**src/dei_regs.svh**
```systemverilog
/*
 * Register offsets, bit positions, reserved-bit masks and reset values of the
 * event status and interrupt-request block of the dual converter.
 * Assumes it is included by bare name from the design modules, the checker and the bench.
 */
// Contract
// RULE_01: Sticky mode low: status bit follows live condition, no latch, no interrupt.
// RULE_02: Sticky mode high: rising edge latches bit and pulls interrupt output low.
// RULE_03: Latched bit clears only on write of 1; write 0 keeps; reset zero. The code also clears it while its sticky mode is low.
// RULE_04: Converter clock multiplier lock loss reads as 1 in its lost bit.
// RULE_05: Converter clock multiplier locked reads as 1 in bit 4.
// RULE_06: Lane PLL lock loss reads as 1 in bit 3, own sticky control.
// RULE_07: Lane PLL locked reads as 1 in bit 2.
// RULE_08: Lane buffer error in bit 1 on any lane FIFO full or empty.
// RULE_09: Lane buffer error persists until link is disabled and re-enabled.
// RULE_10: Per-lane full flags at 0x30C, per-lane empty flags at 0x30D.
// RULE_11: Channel 1 pattern failure sets bit 2 of 0x024; bits 7 to 3 reserved.
// RULE_12: Channel 0 pattern failure sets bit 0 of 0x024; bit 1 reserved.
// RULE_13: Channel 0 over power threshold sets bit 7 of 0x025.
// RULE_14: Channel 0 blanking done sets bit 5 of 0x025; bits 6, 4 reserved.
// RULE_15: Channel 0 alignment locked sets bit 3 of 0x025.
// RULE_16: Channel 0 alignment rotated sets bit 2 of 0x025.
// RULE_17: Channel 0 phase outside window sets bit 1 of 0x025.
// RULE_18: Channel 0 alignment tripped sets bit 0 of 0x025, own sticky control.
// RULE_19: Interrupt output stays low while any latched bit is set.
// RULE_20: Reserved status bits read zero and ignore writes.
`ifndef DEI_REGS_SVH
`define DEI_REGS_SVH

`define DEI_ADDR_W              12
`define DEI_DATA_W              8

`define DEI_OFF_CLOCK_FIFO      12'h023
`define DEI_OFF_PATTERN_CHECK   12'h024
`define DEI_OFF_CH0_EVENTS      12'h025
`define DEI_OFF_LANE_FULL       12'h30C
`define DEI_OFF_LANE_EMPTY      12'h30D

`define DEI_STATUS_RESET        8'h00

`define DEI_BIT_CONV_PLL_LOST   5
`define DEI_BIT_CONV_PLL_LOCKED 4
`define DEI_BIT_LANE_PLL_LOST   3
`define DEI_BIT_LANE_PLL_LOCKED 2
`define DEI_BIT_LANE_BUF_ERR    1

`define DEI_BIT_PATTERN_CH1     2
`define DEI_BIT_PATTERN_CH0     0

`define DEI_BIT_POWER_CH0       7
`define DEI_BIT_BLANK_CH0       5
`define DEI_BIT_ALIGN_LOCK_CH0  3
`define DEI_BIT_ALIGN_ROT_CH0   2
`define DEI_BIT_ALIGN_WIN_CH0   1
`define DEI_BIT_ALIGN_TRIP_CH0  0

`define DEI_VALID_CLOCK_FIFO    8'h3E
`define DEI_VALID_PATTERN_CHECK 8'h05
`define DEI_VALID_CH0_EVENTS    8'hAF

`endif

```
**src/dei_pkg.sv**
```systemverilog
/*
 * Types shared by the event status block.
 * Assumes nothing beyond the constants header.
 */
package dei_pkg;

    // Progress of the serial link as seen by the lane buffer error tracker.
    typedef enum {
        LINK_OFF,
        LINK_RUNNING,
        LINK_FAULTED
    } dei_link_state_t;

    typedef logic [7:0] dei_byte_t;

endpackage

```
**src/dei_bank_if.sv**
```systemverilog
/*
 * Carrier between the top module and one bank of eight status bits.
 * Assumes both ends run on the same clock.
 */
`timescale 1ns/100ps
interface dei_bank_if;
    logic [7:0] cond;
    logic [7:0] sticky;
    logic [7:0] clr;
    logic [7:0] status;
    logic       pending;

    modport ctrl (output cond, output sticky, output clr, input status, input pending);
    modport bank (input cond, input sticky, input clr, output status, output pending);
endinterface

```
**src/dei_top.sv**
```systemverilog
/*
 * Event status and interrupt-request logic of the dual converter: three
 * write-one-to-clear status registers, lane buffer flag readback, the lane
 * buffer error tracker and the active-low interrupt output.
 * Assumes all inputs are synchronous to i_clk and that the register port
 * strobes are single-cycle pulses from the serial control port decoder.
 */
`timescale 1ns/100ps
`include "dei_regs.svh"
module dei_top #(
    parameter int LANES = 8
) (
    // Clock and reset
    input  wire logic        i_clk,
    input  wire logic        i_rstn,

    // Register port
    input  wire logic        i_reg_wr,
    input  wire logic        i_reg_rd,
    input  wire logic [11:0] i_reg_addr,
    input  wire logic [7:0]  i_reg_wdata,
    output logic      [7:0]  o_reg_rdata,
    output logic             o_reg_rvalid,

    // Sticky mode settings, one bit per status bit position
    input  wire logic [7:0]  i_sticky_clock_fifo,
    input  wire logic [7:0]  i_sticky_pattern,
    input  wire logic [7:0]  i_sticky_ch0,

    // Clock multiplier conditions
    input  wire logic        i_conv_pll_lost,
    input  wire logic        i_conv_pll_locked,
    input  wire logic        i_lane_pll_lost,
    input  wire logic        i_lane_pll_locked,

    // Serial link and lane buffers
    input  wire logic        i_link_en,
    input  wire logic [LANES-1:0] i_lane_full,
    input  wire logic [LANES-1:0] i_lane_empty,

    // Channel conditions
    input  wire logic        i_pattern_fail_ch0,
    input  wire logic        i_pattern_fail_ch1,
    input  wire logic        i_power_threshold_ch0,
    input  wire logic        i_blanking_complete_ch0,
    input  wire logic        i_align_locked_ch0,
    input  wire logic        i_align_rotated_ch0,
    input  wire logic        i_align_out_of_window_ch0,
    input  wire logic        i_align_tripped_ch0,

    // Interrupt request and lane buffer error level
    output logic             o_irq_n,
    output logic             o_lane_buffer_error_flag
);

    // Lane flags share one readback byte each, so more than eight lanes cannot be shown.
    if (LANES < 1 || LANES > 8) begin : g_bad_lanes
        $error("LANES must lie between 1 and 8");
    end

    dei_bank_if clock_fifo_if ();
    dei_bank_if pattern_if ();
    dei_bank_if ch0_if ();

    dei_pkg::dei_link_state_t link_state_q;
    logic [7:0]               lane_full_q;
    logic [7:0]               lane_empty_q;
    logic                     lane_fault;
    logic                     wr_clock_fifo;
    logic                     wr_pattern;
    logic                     wr_ch0;
    dei_pkg::dei_byte_t       rd_mux;

    // Address match; used by both the write-clear and the read decoding.
    function automatic logic addr_hit(input logic [11:0] addr, input logic [11:0] off);
        addr_hit = (addr == off);
    endfunction

    // Any full or empty lane buffer counts as a fault while the link runs.
    assign lane_fault = (|i_lane_full) | (|i_lane_empty); // RULE_08

    // Lane buffer error tracker. Once faulted it stays faulted until the link
    // is turned off; re-enabling then starts a clean run.
    always_ff @(posedge i_clk) begin
        if (!i_rstn) begin
            link_state_q <= dei_pkg::LINK_OFF;
        end else begin
            case (link_state_q)
                dei_pkg::LINK_OFF: begin
                    if (i_link_en) begin
                        link_state_q <= dei_pkg::LINK_RUNNING;
                    end
                end
                dei_pkg::LINK_RUNNING: begin
                    if (!i_link_en) begin
                        link_state_q <= dei_pkg::LINK_OFF;
                    end else if (lane_fault) begin
                        link_state_q <= dei_pkg::LINK_FAULTED; // RULE_08
                    end
                end
                dei_pkg::LINK_FAULTED: begin
                    if (!i_link_en) begin
                        link_state_q <= dei_pkg::LINK_OFF; // RULE_09
                    end
                end
                default: begin
                    link_state_q <= dei_pkg::LINK_OFF;
                end
            endcase
        end
    end

    // Live lane buffer error level, also brought out for the link logic.
    always_ff @(posedge i_clk) begin
        if (!i_rstn) begin
            o_lane_buffer_error_flag <= 1'b0;
        end else begin
            o_lane_buffer_error_flag <= (link_state_q == dei_pkg::LINK_FAULTED); // RULE_09
        end
    end

    // Snapshot of the per-lane flags so software can find the lane at fault.
    always_ff @(posedge i_clk) begin
        if (!i_rstn) begin
            lane_full_q  <= 8'h00;
            lane_empty_q <= 8'h00;
        end else begin
            lane_full_q  <= 8'(i_lane_full); // RULE_10
            lane_empty_q <= 8'(i_lane_empty); // RULE_10
        end
    end

    // Write strobes of the three clearable registers.
    assign wr_clock_fifo = i_reg_wr & addr_hit(i_reg_addr, `DEI_OFF_CLOCK_FIFO);
    assign wr_pattern    = i_reg_wr & addr_hit(i_reg_addr, `DEI_OFF_PATTERN_CHECK);
    assign wr_ch0        = i_reg_wr & addr_hit(i_reg_addr, `DEI_OFF_CH0_EVENTS);

    // Clock multiplier and lane buffer bank.
    always_comb begin
        clock_fifo_if.cond = 8'h00;
        clock_fifo_if.cond[`DEI_BIT_CONV_PLL_LOST]   = i_conv_pll_lost; // RULE_04
        clock_fifo_if.cond[`DEI_BIT_CONV_PLL_LOCKED] = i_conv_pll_locked; // RULE_05
        clock_fifo_if.cond[`DEI_BIT_LANE_PLL_LOST]   = i_lane_pll_lost; // RULE_06
        clock_fifo_if.cond[`DEI_BIT_LANE_PLL_LOCKED] = i_lane_pll_locked; // RULE_07
        clock_fifo_if.cond[`DEI_BIT_LANE_BUF_ERR]    = (link_state_q == dei_pkg::LINK_FAULTED); // RULE_08
    end
    assign clock_fifo_if.sticky = i_sticky_clock_fifo; // RULE_06
    assign clock_fifo_if.clr    = wr_clock_fifo ? i_reg_wdata : 8'h00; // RULE_03

    // Pattern check bank.
    always_comb begin
        pattern_if.cond = 8'h00;
        pattern_if.cond[`DEI_BIT_PATTERN_CH1] = i_pattern_fail_ch1; // RULE_11
        pattern_if.cond[`DEI_BIT_PATTERN_CH0] = i_pattern_fail_ch0; // RULE_12
    end
    assign pattern_if.sticky = i_sticky_pattern; // RULE_11
    assign pattern_if.clr    = wr_pattern ? i_reg_wdata : 8'h00; // RULE_03

    // Channel 0 event bank.
    always_comb begin
        ch0_if.cond = 8'h00;
        ch0_if.cond[`DEI_BIT_POWER_CH0]      = i_power_threshold_ch0; // RULE_13
        ch0_if.cond[`DEI_BIT_BLANK_CH0]      = i_blanking_complete_ch0; // RULE_14
        ch0_if.cond[`DEI_BIT_ALIGN_LOCK_CH0] = i_align_locked_ch0; // RULE_15
        ch0_if.cond[`DEI_BIT_ALIGN_ROT_CH0]  = i_align_rotated_ch0; // RULE_16
        ch0_if.cond[`DEI_BIT_ALIGN_WIN_CH0]  = i_align_out_of_window_ch0; // RULE_17
        ch0_if.cond[`DEI_BIT_ALIGN_TRIP_CH0] = i_align_tripped_ch0; // RULE_18
    end
    assign ch0_if.sticky = i_sticky_ch0; // RULE_18
    assign ch0_if.clr    = wr_ch0 ? i_reg_wdata : 8'h00; // RULE_03

    dei_status_bank #(
        .VALID (`DEI_VALID_CLOCK_FIFO)
    ) u_bank_clock_fifo (
        .i_clk  (i_clk),
        .i_rstn (i_rstn),
        .bus    (clock_fifo_if)
    );

    dei_status_bank #(
        .VALID (`DEI_VALID_PATTERN_CHECK)
    ) u_bank_pattern (
        .i_clk  (i_clk),
        .i_rstn (i_rstn),
        .bus    (pattern_if)
    );

    dei_status_bank #(
        .VALID (`DEI_VALID_CH0_EVENTS)
    ) u_bank_ch0 (
        .i_clk  (i_clk),
        .i_rstn (i_rstn),
        .bus    (ch0_if)
    );

    // Read selection; unmapped addresses return zero.
    always_comb begin
        rd_mux = 8'h00;
        if (addr_hit(i_reg_addr, `DEI_OFF_CLOCK_FIFO)) begin
            rd_mux = clock_fifo_if.status;
        end else if (addr_hit(i_reg_addr, `DEI_OFF_PATTERN_CHECK)) begin
            rd_mux = pattern_if.status; // RULE_20
        end else if (addr_hit(i_reg_addr, `DEI_OFF_CH0_EVENTS)) begin
            rd_mux = ch0_if.status;
        end else if (addr_hit(i_reg_addr, `DEI_OFF_LANE_FULL)) begin
            rd_mux = lane_full_q; // RULE_10
        end else if (addr_hit(i_reg_addr, `DEI_OFF_LANE_EMPTY)) begin
            rd_mux = lane_empty_q; // RULE_10
        end
    end

    // Read data is registered so the port never sees a combinational path.
    always_ff @(posedge i_clk) begin
        if (!i_rstn) begin
            o_reg_rdata  <= 8'h00;
            o_reg_rvalid <= 1'b0;
        end else begin
            o_reg_rvalid <= i_reg_rd;
            if (i_reg_rd) begin
                o_reg_rdata <= rd_mux;
            end
        end
    end

    // Interrupt output, low while anything is latched; one cycle behind the latch.
    always_ff @(posedge i_clk) begin
        if (!i_rstn) begin
            o_irq_n <= 1'b1;
        end else begin
            o_irq_n <= ~(clock_fifo_if.pending | pattern_if.pending | ch0_if.pending); // RULE_02 RULE_19
        end
    end

endmodule

```
**src/dei_status_bank.sv**
```systemverilog
/*
 * One eight-bit status register with per-bit live or sticky behaviour.
 * Assumes conditions, sticky settings and clear masks are synchronous to i_clk.
 */
`timescale 1ns/100ps
`include "dei_regs.svh"
module dei_status_bank #(
    parameter logic [7:0] VALID = 8'hFF
) (
    // Clock and reset
    input wire logic i_clk,
    input wire logic i_rstn,
    // Bank carrier
    dei_bank_if.bank bus
);
    logic [7:0] prev_q;
    logic [7:0] latch_q;

    // Previous condition, kept for rising-edge detection.
    always_ff @(posedge i_clk) begin
        if (!i_rstn) begin
            prev_q <= `DEI_STATUS_RESET;
        end else begin
            prev_q <= bus.cond & VALID;
        end
    end

    genvar b;
    generate
        for (b = 0; b < 8; b++) begin : g_bit
            if (VALID[b]) begin : g_used
                // The set term is OR-ed after the clear, so an edge in a clearing cycle is kept.
                always_ff @(posedge i_clk) begin
                    if (!i_rstn) begin
                        latch_q[b] <= 1'b0; // RULE_03
                    end else if (!bus.sticky[b]) begin
                        latch_q[b] <= 1'b0; // RULE_01
                    end else begin
                        latch_q[b] <= (latch_q[b] & ~bus.clr[b]) | (bus.cond[b] & ~prev_q[b]); // RULE_02 RULE_03
                    end
                end
                assign bus.status[b] = bus.sticky[b] ? latch_q[b] : bus.cond[b]; // RULE_01 RULE_02
            end else begin : g_rsvd
                // Reserved positions keep only a flop with no reset that loads zero on every clock.
                always_ff @(posedge i_clk) begin
                    latch_q[b] <= 1'b0;
                end
                assign bus.status[b] = 1'b0; // RULE_20
            end
        end
    endgenerate

    // Only latched bits request an interrupt.
    assign bus.pending = |latch_q; // RULE_19
endmodule

```
**config.mk**
```make
export PLATFORM = sky130hd
export DESIGN_NAME = dei_top
export DESIGN_NICKNAME = d
export VERILOG_FILES = /design/src/dei_pkg.sv /design/src/dei_bank_if.sv /design/src/dei_top.sv /design/src/dei_status_bank.sv
export VERILOG_INCLUDE_DIRS = /design/src
export SDC_FILE = /design/constraint.sdc
export NUM_CORES = 1
export LEC_CHECK = 0
export BUFFER_PORTS_ARGS = -buffer_cell sky130_fd_sc_hd__buf_2
export CELL_PAD_IN_SITES_DETAIL_PLACEMENT = 1
export CELL_PAD_IN_SITES_GLOBAL_PLACEMENT = 1
export CORE_MARGIN = 10
export CORE_UTILIZATION = 35
export CTS_CLUSTER_DIAMETER = 80
export DETAILED_ROUTE_END_ITERATION = 7
export PLACE_DENSITY_LB_ADDON = 0.1
export SLEW_MARGIN = 20
export SYNTH_ARGS = -nofsm -noshare
export SYNTH_HDL_FRONTEND = slang
export SYNTH_SLANG_ARGS = --single-unit
```
**constraint.sdc**
```tcl
create_clock -name i_clk -period 2.4 [get_ports i_clk]
set_clock_uncertainty 0.15 [all_clocks]
set_input_delay 0.48 -clock i_clk [delete_from_list [all_inputs] [get_ports i_clk]]
set_output_delay 0.48 -clock i_clk [all_outputs]
set_load 0.02 [all_outputs]
```
==> flow_summary_export.csv, run 1 <==
group,metric,value,unit
sta,fmax,519,MHz
sta,maxSlewHeadroom,0.656,
sta,fin_crit,1930,ps
logic_synthesis,synthCells,252,
logic_synthesis,syn-mean-instance-area,9.11,um2
route,routedWlPerCell,17.2,um
grt,antenna_found_initial,0,
sta,hold-worst-slack,236,ps
route,drc,0,
logic_synthesis,synth_cell_types,40,
floorplanning,fp-row-count,29,
sta,setup_viol,0,
clocking,h-tree-depth,2,
clocking,root_buffer,"clkbuf_8",
place,place_ws,145,ps
sta,min_period_over_period,0.803,
floorplanning,core_area,6350,um2
floorplanning,io_pins,88,
grt,gr-total-overflow,0,
route,vias,2093,
logic_synthesis,syn-num-nets,329,
grt,grt_pass1_vias,2275,
power,comb_power_share,0.132,
clocking,hold_buffers,0,
setup_path,arrival,2030,ps
floorplanning,die-area,10200,um2
sta,hold_viol_final,0,
clocking,postCtsSetupBuffers,0,
worst_hold_path,worstHoldPathType,"in -> reg",
setup_path,r2r_slack,1020,ps
setup_path,cp_top_family,"simple AND/OR/NAND/NOR gates",
sta,rsz0062_at_grt,"no",
place,dp_hpwl,5690,um
sta,slew_viol_final,0,
logic_synthesis,yosys.area.top_type,"dfxtp_1",
clocking,postCtsResizedCells,0,
setup_path,start_kind,"input pin",
clocking,clk_latency,300,ps
setup_path,worstPathMaxFanout,5,
clocking,cts.path.max_buffers,2,
floorplanning,die_w,101,um
finish,fin_util,0.450,
floorplanning,start_util,0.361,
route,routed_wl,7010,um
logic_synthesis,synth_top_area_share,0.471,
place,port_buffers,75,
run,cap_violations,0,
route,first_pass_iters,4,
setup_path,critPathCaptureType,"register",
logic_synthesis,ys_seq_area_frac,0.471,
power,p_clk_frac,0.305,
place,gp_congestion,0.724,
clocking,cts_tree,"built",
power,power_switching,0.000414,W
logic_synthesis,synthTopCellsByArea,"dfxtp_1 47%, and2_1 7.9%, nand2_1 4.9%, mux2i_1 4.8%, o21ai_0 4.6%",
floorplanning,die_y,101,um
logic_synthesis,post-synth-top-count-cell,"dfxtp_1",
logic_synthesis,synth_area,2290,um2
finish,nets,407,
route,viasPerCell,5.13,
power,leakage,1.24,nW
sta,tightest_slew,513,ps
power,power.density,592,nW/um2
setup_path,critPathBufInv,1,
grt,grt_max_degree,34,
logic_synthesis,synth_warnings,0,
setup_path,max_stage_delay,540,ps
setup_path,worstPathRequired,2500,ps
grt,grt_pass1_wl,11300,um
logic_synthesis,synthTopCellsByCount,"54 x dfxtp_1, 30 x nand2_1, 29 x and2_1",
power,p_int,0.00128,W
setup_path,crit_slowest_cell,"or4b_4",
sta,layout_setup_ws,472,ps
route,ant_nets,0,
grt,grt.total_usage,0.138,
setup_path,crit_path_cell_trace,"buf_2, or4b_4, or4_1, a2bb2oi_1, o221a_2",
setup_path,path_class,"in -> reg",
logic_synthesis,synth-seq-cells,54,
power,seq_power_share,0.563,
power,ir_drop,392,uV
finish,drive_gt1_frac,0.305,
sta,fin_setup_tns,0,ps
power,switching_share,0.244,
clocking,cts_made_buffers,5,
logic_synthesis,synth-edff-count,0,
finish,diodes,0,
finish,area_growth,24.6,%
route,drt_iter0_markers,70,
clocking,clk_transition_reported_paths,90,ps
power,power.total,0.00169,W
clocking,cts_sinks,54,
run_status,status,"complete, no violations",
logic_synthesis,ys_async_sr_fraction,0,
logic_synthesis,synth-main-ff-cell,"dfxtp_1",
[power groups by stage]
stage                     Combinational [W]  Clock (W)  Sequential, W
final                              0.000223   0.000517       0.000954
after floorplan                    0.000111          0       0.000978
after CTS                          0.000227   0.000539       0.000955
after global routing               0.000251   0.000572       0.000959
after detailed placement           0.000226          0       0.000975
after global placement             0.000222          0       0.000974
[final timing paths]
check / from / to / cells after the start
worst max-delay path: i_reg_addr[1] / o_reg_rdata[3] / 5
worst min-delay path: i_lane_full[4] / lane_full_q[4] / 2
worst max register to register: lane_empty_q[3] / o_reg_rdata[3] / 4
worst min register to register: o_reg_rdata[7] / o_reg_rdata[7] / 2
[placed cells by master (no fill, tap or decap), types with 4 or more instances in the layout]
cell and instances:
nor4_1 5, nand2b_1 13, nor3_1 4, o21ai_0 21
mux2i_1 11, dfxtp_1 54, clkbuf_8 6, nor2_1 6
buf_4 5, a2bb2oi_1 4, buf_2 75, nand2_1 30
nand3_1 4, a21oi_1 18, and2_1 29, mux2_2 8
[metrics by stage]
step / instance area, um2 / cells
6_report: 2860 / 408
5_1_grt: 2860 / 408
3_5_place_dp: 2770 / 400
2_1_floorplan: 2290 / 252
4_1_cts: 2860 / 408
3_3_place_gp: 2770 / 400
[metal layers]
metal	global-route usage	wire, um	up-vias
met2	0.229	3360	44
met4	0.0386	100	0
met1	0.168	3160	993
li1	-	-	1048
met3	0.0446	389	8
met5	0	0	-
[layout make-up]
class                   instances  area [um2]
clock buffers                   7        86.3
clock inverters                 1        5.00
fillers                       794        3490
inverters                       3        11.3
multi-input cells             186        1170
flip-flops and latches         54        1080
well taps                      77        96.3
repair buffers                 80         413
[cells by family (layout without fill, tap and decap cells)]
family	count (synthesis)	count (layout)	share of synthesized area
AOI/OAI and AO/OA	58	58	0.153
buffers and inverters	12	91	0.0202
DFF	54	54	0.471
muxes	19	19	0.0872
and+or+nand+nor	109	109	0.268
[sequential cells by signal, summed over array words and instances (netlist names)]
name,cells
o_irq_n,1
u_bank_pattern.prev_q,2
u_bank_pattern.latch_q,2
u_bank_clock_fifo.prev_q,5
o_reg_rdata,8
u_bank_ch0.prev_q,6
o_reg_rvalid,1
u_bank_ch0.latch_q,6
u_bank_clock_fifo.latch_q,5
lane_full_q,8
lane_empty_q,8
link_state_q,2
Note: power is estimated with default switching activity, not from simulation.
==> run 2: changes to the inputs <==
- ABC_AREA: not set -> 1
- CORE_UTILIZATION: 35 -> 31
- clock period: 2.4 -> 1.6 ns (I/O delays scaled with it)
==> flow_summary_export.csv, run 2 <==
group,metric,value,unit
run_status,status,"complete, no violations",
setup_path,path_class,"reg -> out",
clocking,cts_tree,"built",
logic_synthesis,synth-edff-count,0,
finish,nets,545,
clocking,hold_buffers,0,
power,power_switching,0.000689,W
clocking,cts_sinks,54,
grt,antenna_found_initial,0,
setup_path,max_stage_delay,370,ps
route,routedWlPerCell,13.2,um
floorplanning,fp-row-count,32,
logic_synthesis,yosys.area.top_type,"dfxtp_1",
logic_synthesis,synthTopCellsByArea,"dfxtp_1 43%, nand2_1 17%, inv_1 9.8%, nor2_1 5.5%, nand3_1 4.5%",
grt,grt_pass1_vias,2653,
logic_synthesis,syn-mean-instance-area,6.71,um2
run,cap_violations,0,
logic_synthesis,synthCells,378,
route,drt_iter0_markers,67,
setup_path,critPathBufInv,1,
power,ir_drop,332,uV
clocking,root_buffer,"clkbuf_8",
logic_synthesis,ys_seq_area_frac,0.426,
route,first_pass_iters,4,
place,port_buffers,75,
grt,gr-total-overflow,0,
grt,grt_pass1_wl,12500,um
setup_path,worstPathMaxFanout,2,
floorplanning,core_area,7850,um2
logic_synthesis,synth_warnings,0,
floorplanning,io_pins,88,
power,p_clk_frac,0.346,
finish,fin_util,0.411,
route,viasPerCell,4.44,
setup_path,timing.rr.end,"o_irq_n",
route,routed_wl,7510,um
setup_path,worstSetupPathDepth,1,
clocking,cts_made_buffers,5,
worst_hold_path,worstHoldPathType,"in -> reg",
power,comb_power_share,0.125,
worst_hold_path,min_from,"i_lane_full[6]",
logic_synthesis,synth_area,2530,um2
sta,setup_viol,0,
clocking,postCtsSetupBuffers,0,
floorplanning,die_w,110,um
floorplanning,die_y,110,um
power,leakage,1.78,nW
power,p_int,0.00202,W
setup_path,crit_path_cell_trace,"buf_2",
power,seq_power_share,0.529,
sta,layout_setup_ws,263,ps
sta,fin_setup_tns,0,ps
sta,rsz0062_at_grt,"no",
setup_path,worstPathRequired,1130,ps
finish,layout_commonest_cell,"nand2_1",
clocking,clk_transition_reported_paths,110,ps
grt,grt_max_degree,20,
setup_path,r2r_cells,3,
clocking,clk_latency,310,ps
route,vias,2536,
logic_synthesis,syn-num-nets,455,
place,dp_hpwl,6410,um
logic_synthesis,synth-main-ff-cell,"dfxtp_1",
setup_path,r2r_slack,320,ps
sta,maxSlewHeadroom,0.726,
sta,tightest_slew,408,ps
grt,grt.total_usage,0.120,
logic_synthesis,ys_async_sr_fraction,0,
finish,fillCellCount,1074,
power,switching_share,0.254,
setup_path,crit_slowest_cell,"dfxtp_1",
finish,area_growth,27.3,%
setup_path,arrival,870,ps
sta,fin_crit,1340,ps
place,place_ws,-43.0,ps
sta,slew_viol_final,0,
finish,top_regs,"lane_empty_q: 8 flops, lane_full_q: 8 flops, o_reg_rdata: 8 flops",
logic_synthesis,post-synth-top-count-cell,"nand2_1",
route,ant_nets,0,
setup_path,cp_top_family,"flip-flops",
finish,drive_gt1_frac,0.262,
clocking,h-tree-depth,2,
logic_synthesis,synth_cell_types,29,
sta,min_period_over_period,0.836,
logic_synthesis,synthTopCellsByCount,"113 x nand2_1, 66 x inv_1, 54 x dfxtp_1",
setup_path,critPathCaptureType,"output port",
power,power.density,840,nW/um2
logic_synthesis,synth_top_area_share,0.426,
finish,diodes,0,
sta,fmax,748,MHz
clocking,cts.path.max_buffers,2,
setup_path,startpoint,"o_reg_rdata[6]",
setup_path,start_kind,"register",
floorplanning,start_util,0.323,
sta,hold_viol_final,0,
setup_path,r2r-start,"u_bank_ch0.latch_q[1]",
place,gp_congestion,0.830,
floorplanning,die-area,12200,um2
setup_path,endpoint,"o_reg_rdata[6]",
route,drc,0,
logic_synthesis,synth-seq-cells,54,
finish,layout_common_cells,"113 x nand2_1, 75 x buf_2, 66 x inv_1, 54 x dfxtp_1, 37 x nor2_1",
clocking,postCtsResizedCells,0,
## run 2: power groups by stage
stage	Combinational [W]	Clock [W]	Sequential, W
global route	0.000391	0.00103	0.00144
global placement	0.000337	0	0.00146
floorplan	0.000163	0	0.00147
CTS	0.000348	0.000975	0.00143
detailed placement	0.000346	0	0.00146
finish	0.000340	0.000938	0.00143
## run 2: layer usage
metal  vias to the layer above  wire length, um  track usage
li1                       1325                -            -
met1                      1158             3580        0.151
met2                        47             3560        0.201
met3                         6              314       0.0297
met4                         0               61       0.0259
met5                         -                0            0
## run 2: area by class of cell
type / count / area (um2) / area share
multi-input cells: 247 / 1160 / 0.359
flip-flops and latches: 54 / 1080 / 0.335
repair buffers: 89 / 480 / 0.149
inverters: 71 / 268 / 0.0829
well taps: 102 / 128 / 0.0395
clock buffers: 5 / 68.8 / 0.0213
clock inverters: 3 / 43.8 / 0.0136
## run 2: stage by stage
| stage | cell area [um2] | cells | hold slack, ps | total power [W] |
|---|---|---|---|---|
| final | 3230 | 571 | 43.8 | 0.00271 |
| after global routing | 3230 | 571 | 50.2 | 0.00286 |
| after CTS | 3230 | 571 | 36.8 | 0.00276 |
| after detailed placement | 3120 | 563 | 318 | 0.00181 |
| after global placement | 3120 | 563 | 312 | 0.00180 |
| after floorplan | 2530 | 378 | 263 | 0.00163 |
## run 2: worst min-delay path by stage
stage                                        end  slack [ps]  depth (start not counted)
finish                            lane_full_q[6]          40                          3
global placement    u_bank_clock_fifo.latch_q[2]         310                          3
floorplan                        lane_empty_q[0]         260                          2
CTS                  u_bank_clock_fifo.prev_q[5]          40                          3
global route                     lane_empty_q[3]          50                          3
detailed placement                o_reg_rdata[2]         320                          2
## run 2: cells by family after synthesis
family          synth area share
mux                       0.0163
buf+inv                    0.116
simple gates               0.356
flops                      0.426
compound gates            0.0849
